## src/rtl/iob_regs.vh

```
// Constants for the increment, jump and inclusive-OR executor
`ifndef IOB_REGS_VH
`define IOB_REGS_VH

// ==========================================================
// Opcode field layout and codes
`define IOB_OP_HI 13
`define IOB_OP6_LO 8
`define IOB_OP3_LO 11
`define IOB_OP4_LO 10
`define IOB_OP6_INC_SKIP 6'h0F
`define IOB_OP6_INC 6'h0A
`define IOB_OP6_OR_FILE 6'h04
`define IOB_OP3_JUMP 3'h5
`define IOB_OP4_OR_LIT 4'hE
`define IOB_DEST_BIT 7

// ==========================================================
// Operand field positions
`define IOB_LIT_HI 7
`define IOB_JMP_HI 10
`define IOB_ADDR_HI 6
`define IOB_PAGE_HI 4
`define IOB_PAGE_LO 3

// ==========================================================
// Reset values
`define IOB_W_RST 8'h00
`define IOB_PC_RST 13'h0000
`define IOB_Z_RST 1'b0
`define IOB_WDATA_RST 8'h00

`endif

```

## src/rtl/iob_alu.v

```verilog
// Combinational ALU for increment and inclusive OR
`timescale 1ns/1ps
`default_nettype none
module iob_alu (
  // Operands
  input wire [7:0] opa,
  input wire [7:0] opb,
  input wire sel_or,
  // Result
  output wire [7:0] res,
  output wire zero
);
  wire [7:0] sum;
  assign sum = opa + 8'h01;
  assign res = sel_or ? (opa | opb) : sum;
  assign zero = (res == 8'h00);
endmodule // iob_alu
`default_nettype wire

```

## src/rtl/iob_exec.v

```verilog
// Executor for increment, increment-skip, jump and inclusive-OR instructions
`timescale 1ns/1ps
`default_nettype none
`include "iob_regs.vh"
module iob_exec (
  // Clock and reset
  input wire clk,
  input wire rst_b,
  // Instruction issue
  input wire instr_valid,
  input wire [13:0] instr,
  // Upper address latch
  input wire [7:0] upper_address_latch,
  // File register port
  output wire [6:0] file_addr,
  input wire [7:0] file_rdata,
  output reg file_we,
  output reg [7:0] file_wdata,
  // Core state
  output reg [7:0] w_reg,
  output reg zero_flag,
  output reg [12:0] pc,
  output reg pc_load,
  output reg nop_slot,
  output wire busy
);
  // ==========================================================
  // States, one-hot
  localparam ST_EXEC = 2'b01;
  localparam ST_FLUSH = 2'b10;

  reg [1:0] state;
  reg [1:0] next_state;

  // ==========================================================
  // Decoded instruction
  wire [5:0] op6;
  wire [2:0] op3;
  wire [3:0] op4;
  wire increment_skip_zero_op;
  wire increment_file_op;
  wire or_file_op;
  wire jump_op;
  wire or_literal_op;
  wire file_op;
  wire dest_file;
  wire [7:0] literal;
  wire [10:0] jump_target;
  wire [1:0] jump_page;
  wire do_exec;

  // ==========================================================
  // ALU operands and result
  wire [7:0] alu_a;
  wire [7:0] alu_b;
  wire alu_sel_or;
  wire [7:0] alu_res;
  wire alu_zero;

  // ==========================================================
  // Next values of the registers
  reg [7:0] next_w_reg;
  reg next_zero_flag;
  reg [12:0] next_pc;
  reg next_pc_load;
  reg next_nop_slot;
  reg next_file_we;
  reg [7:0] next_file_wdata;

  // ==========================================================
  // Opcode and operand fields
  assign op6 = instr[`IOB_OP_HI:`IOB_OP6_LO];
  assign op3 = instr[`IOB_OP_HI:`IOB_OP3_LO];
  assign op4 = instr[`IOB_OP_HI:`IOB_OP4_LO];
  assign literal = instr[`IOB_LIT_HI:0];
  assign jump_target = instr[`IOB_JMP_HI:0];
  assign jump_page = upper_address_latch[`IOB_PAGE_HI:`IOB_PAGE_LO];
  assign dest_file = instr[`IOB_DEST_BIT];
  assign file_addr = instr[`IOB_ADDR_HI:0];

  // ==========================================================
  // Instruction decode
  assign increment_skip_zero_op = (op6 == `IOB_OP6_INC_SKIP);
  assign increment_file_op = (op6 == `IOB_OP6_INC);
  assign or_file_op = (op6 == `IOB_OP6_OR_FILE);
  assign jump_op = (op3 == `IOB_OP3_JUMP);
  assign or_literal_op = (op4 == `IOB_OP4_OR_LIT);
  assign file_op = increment_skip_zero_op || increment_file_op ||
    or_file_op;

  // ==========================================================
  // Issue: instructions are ignored in the flushed slot
  assign do_exec = instr_valid && (state == ST_EXEC);
  assign busy = (state == ST_FLUSH);

  // ==========================================================
  // ALU operand select
  assign alu_sel_or = or_literal_op || or_file_op;
  assign alu_a = alu_sel_or ? w_reg : file_rdata;
  assign alu_b = or_literal_op ? literal : file_rdata;

  iob_alu u_alu (
    .opa(alu_a),
    .opb(alu_b),
    .sel_or(alu_sel_or),
    .res(alu_res),
    .zero(alu_zero)
  );

  // ==========================================================
  // Two-cycle sequencing for skip and jump
  always @* begin
    next_state = state;
    case (state)
      ST_EXEC: begin
        if (do_exec && (jump_op ||
            (increment_skip_zero_op && alu_zero))) begin
          next_state = ST_FLUSH;
        end
      end
      ST_FLUSH: begin
        next_state = ST_EXEC;
      end
      default: begin
        next_state = ST_EXEC;
      end
    endcase
  end

  // ==========================================================
  // Working register next value
  always @* begin
    next_w_reg = w_reg;
    if (do_exec) begin
      if (or_literal_op) begin
        next_w_reg = alu_res;
      end else if (file_op && !dest_file) begin
        next_w_reg = alu_res;
      end
    end
  end

  // ==========================================================
  // Zero flag next value; increment-skip leaves it alone
  always @* begin
    next_zero_flag = zero_flag;
    if (do_exec) begin
      if (or_literal_op || or_file_op || increment_file_op) begin
        next_zero_flag = alu_zero;
      end
    end
  end

  // ==========================================================
  // Program counter next value
  always @* begin
    next_pc = pc;
    next_pc_load = 1'b0;
    if (do_exec && jump_op) begin
      next_pc = {jump_page, jump_target};
      next_pc_load = 1'b1;
    end
  end

  // ==========================================================
  // File write-back next value
  always @* begin
    next_file_we = 1'b0;
    next_file_wdata = file_wdata;
    if (do_exec && file_op && dest_file) begin
      next_file_we = 1'b1;
      next_file_wdata = alu_res;
    end
  end

  // ==========================================================
  // Marker for the end of the flushed slot
  always @* begin
    next_nop_slot = busy;
  end

  // ==========================================================
  // Sequencer state register
  always @(posedge clk) begin
    if (!rst_b) begin
      state <= ST_EXEC;
    end else begin
      state <= next_state;
    end
  end

  // ==========================================================
  // Working register and zero flag
  always @(posedge clk) begin
    if (!rst_b) begin
      w_reg <= `IOB_W_RST;
      zero_flag <= `IOB_Z_RST;
    end else begin
      w_reg <= next_w_reg;
      zero_flag <= next_zero_flag;
    end
  end

  // ==========================================================
  // Program counter and its load pulse
  always @(posedge clk) begin
    if (!rst_b) begin
      pc <= `IOB_PC_RST;
      pc_load <= 1'b0;
    end else begin
      pc <= next_pc;
      pc_load <= next_pc_load;
    end
  end

  // ==========================================================
  // File write strobe and data
  always @(posedge clk) begin
    if (!rst_b) begin
      file_we <= 1'b0;
      file_wdata <= `IOB_WDATA_RST;
    end else begin
      file_we <= next_file_we;
      file_wdata <= next_file_wdata;
    end
  end

  // ==========================================================
  // No-op slot pulse
  always @(posedge clk) begin
    if (!rst_b) begin
      nop_slot <= 1'b0;
    end else begin
      nop_slot <= next_nop_slot;
    end
  end
endmodule // iob_exec
`default_nettype wire

```

## config.mk

```make
export PLATFORM = sky130hd
export DESIGN_NAME = iob_exec
export DESIGN_NICKNAME = d
export VERILOG_FILES = /design/src/rtl/iob_alu.v /design/src/rtl/iob_exec.v
export VERILOG_INCLUDE_DIRS = /design/src /design/src/rtl
export SDC_FILE = /design/constraint.sdc
export NUM_CORES = 1
export LEC_CHECK = 0
export BUFFER_PORTS_ARGS = -buffer_cell sky130_fd_sc_hd__buf_2
export CAP_MARGIN = 20
export CORE_MARGIN = 2
export CORE_UTILIZATION = 43
export DETAILED_ROUTE_END_ITERATION = 8
export GPL_TIMING_DRIVEN = 0
export PLACE_DENSITY = 0.76
export REMOVE_ABC_BUFFERS = 1
export SLEW_MARGIN = 15
export SYNTH_ARGS = -nofsm -noshare
export SYNTH_HDL_FRONTEND = slang
export SYNTH_SLANG_ARGS = --single-unit
```

## constraint.sdc

```tcl
create_clock -name clk -period 2.91 [get_ports clk]
set_input_delay 0.4365 -clock clk [delete_from_list [all_inputs] [get_ports clk]]
set_output_delay 0.4365 -clock clk [all_outputs]
set_load 0.005 [all_outputs]
```

# After elaboration in Yosys (flattened, before gate mapping)
# Cells that the tools add are included.
# totals
regBits,35
inputBits,33
wordCells,42
# op_classes
addsub,1
eq_ne,7
n_mux,7
n_bitwise,1
n_reduce_logical,18
# op_table
cell,n
8-bit two-way mux,5
"6-bit by 4-bit == test with 1-bit output, second input constant",2
"8-bit by 1-bit adder with 8-bit output, second input constant",1
8-bit zero test,1
8-bit bitwise OR,1
1-bit logical AND,7
"6-bit by 3-bit == test with 1-bit output, second input constant",1
2-bit AND reduction,3
1-bit logical OR,5
"4-bit == test, second input constant",1
"3-bit == test, second input constant",1
"2-bit by 1-bit == test with 1-bit output, second input constant",1
"2-bit == test, second input constant",1
1-bit two-way mux,2
2-bit nonzero test,1
1-bit zero test,1

# Longest topological paths before layout
# logic_depth
depth_word,9
depth_mapped,11
depth_no_buf,10

# Cells and area by module
# Synthesis repeated with hierarchy kept, for this count alone.
# hier_totals
cells_unflattened,222
hier_area_um2,1861.8
# modules_own_cells
mod,n_inst,cells_per_inst,area_per_inst_um2
iob_exec,1,188,1620.3
iob_alu,1,34,241.5

# Worst setup path before layout
# OpenSTA, ideal clock, no wires.
# synth_path
path_type,in2reg
from,input port instr[9]
to,register state[0]
setup_time_ns,0.120
arrival_ns,2.804
required_time_ns,2.790
path_slack_ns,-0.014
path_stages,11
path_buffers,1
cell_sequence,nor4b_4 a21boi_1 buf_4 mux2_2 ha_1 and4_1 nand2_1 xor2_1 a211oi_1 or4_4 o31a_1
# synth_between
elab_chain_len,9
# synth_rtl
item,line_no,rtl
from (decl),iob_exec.v:11,"input wire [13:0] instr,"
6-bit by 3-bit == test with 1-bit output (no line),n/a,
1-bit logical OR,iob_exec.v:98,assign alu_sel_or = or_literal_op || or_file_op;
8-bit two-way mux,iob_exec.v:99,assign alu_a = alu_sel_or ? w_reg : file_rdata;
8-bit by 1-bit adder with 8-bit output / 8-bit bitwise OR (equally long branches),"iob_alu.v:14, iob_alu.v:15",
8-bit two-way mux,iob_alu.v:15,assign res = sel_or ? (opa | opb) : sum;
8-bit zero test,iob_alu.v:16,assign zero = (res == 8'h00);
1-bit logical AND *,iob_exec.v:117,(increment_skip_zero_op && alu_zero))) begin
1-bit logical OR *,iob_exec.v:116,if (do_exec && (jump_op ||
1-bit logical AND *,iob_exec.v:116,
to (signal assigned),iob_exec.v:188,state <= next_state;
to (decl),iob_exec.v:32,reg [1:0] state;
# Mark *: on every way between the ends. The rest lies on a longest branch, timed or not.
# A chain may end at the register's enable or synchronous reset.

# Final worst setup path
# layout_path
from,input port instr[12]
to,register state[0]
# layout_between
elab_chain_len,9
# layout_rtl
item,line_no
6-bit by 3-bit == test with 1-bit output (no line) / 4-bit == test (equally long branches),n/a
1-bit logical OR,iob_exec.v:98
8-bit two-way mux,iob_exec.v:99
8-bit by 1-bit adder with 8-bit output / 8-bit bitwise OR (equally long branches),"iob_alu.v:14, iob_alu.v:15"
8-bit two-way mux,iob_alu.v:15
8-bit zero test,iob_alu.v:16
1-bit logical AND,iob_exec.v:117
1-bit logical OR *,iob_exec.v:116
1-bit logical AND *,iob_exec.v:116
# Marks and branches as above.

==> results by group <==
Layout
  • Nets: 283
  • Max FFs per register: 13
  • Share of cells above drive strength 1: between 30% and 40%
  • Design Area, Final: 2200 um2
  • Area grow syn2layout: 26.7%
  • Ant diodes: 0

STA
  • RSZ-0062 raised after global routing: no
  • Slew Viols, Final: 0
  • Worst slew margin: about two fifths
  • Clock skew: about 5.1 ps
  • Setup TNS: 0 ps
  • Final-report hold violation count: 0
  • Final worst-path cycle share: roughly 96%
  • Worst Tran Pin Value: 910 ps
  • Setup violators final: 0
  • Fmax: ~0.36 GHz
  • Period minus WS final: about 2800 ps

Floorplanning
  • Die width: 67.6 um
  • Row count: 23
  • Die height: slightly below 70 um
  • Core Box Area: 3940 um2
  • Starting density of the core: between 40% and 50%
  • Die area: 4570 um2
  • Num ports: 74

Route
  • DRC errors left: 0
  • Post-route ant nets: 0
  • DRT Wirelength: a little over 4000 um
  • Routed vias: about 1600
  • Routed WL per cell: around 14 um
  • DR pass1 iterations: 4
  • Vias per inst: 5.17
  • Starting DRT DRC Count: 37

Clock network
  • CTS HTree Levels: 2
  • Clk_lat worst skew: 290 ps
  • CTS sink count: 35
  • Num CTS Buffers: 5
  • CTS root buf: clkbuf_8
  • CTS max path bufs: 2
  • CTS tree: built
  • Reg clk slew, reported paths: around 70 ps

Yosys
  • Dominant cells by area after synthesis: dfxtp_1 (40%), mux2i_1 (15%), nor2_1 (7.3%)
  • Synthesis warning total: 0
  • Top_reg_cell synth: dfxtp_1
  • Post-synth top area cell: dfxtp_1
  • Top post-synthesis cells by count: dfxtp_1 (35), nor2_1 (34), mux2i_1 (26)
  • Async S/R FF share, synth: 0%
  • Synth Instances: around 180
  • Seq/Total Area, Yosys: roughly two fifths
  • Top-count cell post-synth: dfxtp_1
  • Post-synth cell types: 47
  • Seq cells post-synth: 35
  • Post-synth EDFFs: 0
  • Mapped cell area: 1740 um2
  • Yosys top cell area share: 40.3%
  • Mean post-synth cell area: 9.50 um2

Global routing
  • Remaining global-route overflow: 0
  • Antenna violations before repair: 0
  • Number of global-route vias before repair: ~1500
  • First-pass GRT wire length: around 6700 um
  • Largest net degree at the start of global routing: 31
  • All-Layer GR Usage: between 10% and 20%

Pwr
  • Worst vdd ir: between 0.0002 and 0.0003 V
  • Pwr dens: 434 nW/um2
  • Leak: 1.02 nW

Setup path
  • CP Max Fanout: 4
  • Crit path cell chain: buf_2, nor4b_4, a21boi_4, mux2_2, ha_2, and4_1, nand2_1, xor2_1, a211oi_2, or4_4, o31a_1
  • WP data arrival: between 2000 and 3000 ps
  • Combined buffer and inverter count along the critical path: 1
  • Crit Path Category: input port to register
  • Crit end category: register
  • Slowest stage delay, CP: around 550 ps
  • Crit path max-delay family: simple AND/OR/NAND/NOR gates
  • Worst EP required: slightly above 3000 ps
  • CP max stage cell: or4_4
  • Worst Setup Start Kind: input port

Hold path
  • HP Class: input port to register

Placed design
  • Routability cong.: ~0.84
  • Number of port buffers: 67
  • DP HPWL: approximately 3000 um
  • Post-DP Area: roughly 2100 um2

Job
  • Maxcap violations: 0

Status
  • Outcome: finished clean
-- stage by stage --
stage / setup WS [ps] / util, % / instances / hold WS, ps / total power, W
2_1_floorplan: -473 / - / 169 / 477 / 0.000567
3_3_place_gp: -1070 / 52.0 / 286 / 468 / 0.000623
3_5_place_dp: -1120 / 52.3 / 287 / 480 / 0.000626
4_1_cts: 70.3 / 55.3 / 298 / 378 / 0.000962
5_1_grt: 20.9 / 55.9 / 300 / 433 / 0.000998
6_report: 112 / 55.9 / 300 / 381 / 0.000957
-- cell usage in the layout (no fill, tap or decap), types with 2 or more instances in the layout --
master | synthesis | layout
a211oi_1 | 5 | 4
a221oi_1 | 2 | 2
and2_1 | 3 | 3
and4_1 | 2 | 2
buf_2 | 3 | 67
buf_4 | 8 | 6
clkbuf_1 | 2 | 2
clkbuf_8 | 0 | 5
dfxtp_1 | 35 | 35
inv_1 | 5 | 5
mux2_2 | 3 | 3
mux2i_1 | 26 | 26
nand2_1 | 5 | 5
nand3_1 | 3 | 3
nor2_1 | 34 | 33
nor3_1 | 11 | 10
nor3_2 | 1 | 2
o21ai_0 | 2 | 2
xnor2_1 | 2 | 2
xor2_1 | 3 | 3
-- worst min-delay path, stage by stage --
cell	delay (ps)
buf_2	70
mux2i_1	50
nor2_1	70
-- final cells by class --
type / count / area, um2
Timing Repair Buffer: 73 / 380
Clock buffer: 7 / 76.3
Inverter: 5 / 18.8
Tap cell: 50 / 62.6
Fill cell: 364 / 1740
Multi-Input combinational cell: 129 / 960
Sequential cell: 35 / 701
Clock inverter: 1 / 5.00
-- report_power, final --
group	switching (W)	internal, W	total (W)
combinational	0.0000717	0.0000582	0.000130
sequential	0.00000473	0.000487	0.000491
clock	0.000168	0.000168	0.000335
total	0.000244	0.000713	0.000957
-- per-layer routing --
metal  wire (um)  vias up  global-route usage [%]
met5           0        -                       0
met4          78        0                    9.69
met3         265       10                    5.33
met2        1890       50                    32.4
met1        1830      701                    23.4
li1            -      789                       -
-- cell families (layout without fill, tap and decap cells) --
| kind of cell | after synthesis | count (layout) | share of synthesized area (%) |
|---|---|---|---|
| compound gates | 22 | 22 | 10.9 |
| xor+xnor | 5 | 5 | 2.52 |
| fa+ha+maj | 1 | 1 | 0.719 |
| buf+inv | 19 | 86 | 6.04 |
| flops | 35 | 35 | 40.3 |
| mux | 29 | 29 | 16.9 |
| simple gates | 72 | 72 | 22.7 |
-- path summary, 6_finish.rpt --
| kind | from | end | slack (ps) | depth (start not counted) |
|---|---|---|---|---|
| setup reg to reg | w_reg[1] | state[0] | 600 | 8 |
| hold / removal | upper_address_latch[3] | pc[11] | 380 | 3 |
| hold reg to reg | pc[12] | pc[12] | 490 | 2 |
| setup / recovery | instr[12] | state[0] | 110 | 11 |
-- what timing repair did --
item | in CTS | in global routing
buffers inserted | 3 | 2
gates resized for setup | 2 | 3
pin swaps | 1 | 1
hold buffers | 0 | 0
endpoints found under the setup margin | 11 | 3
Power figures use the tool's default switching activity.
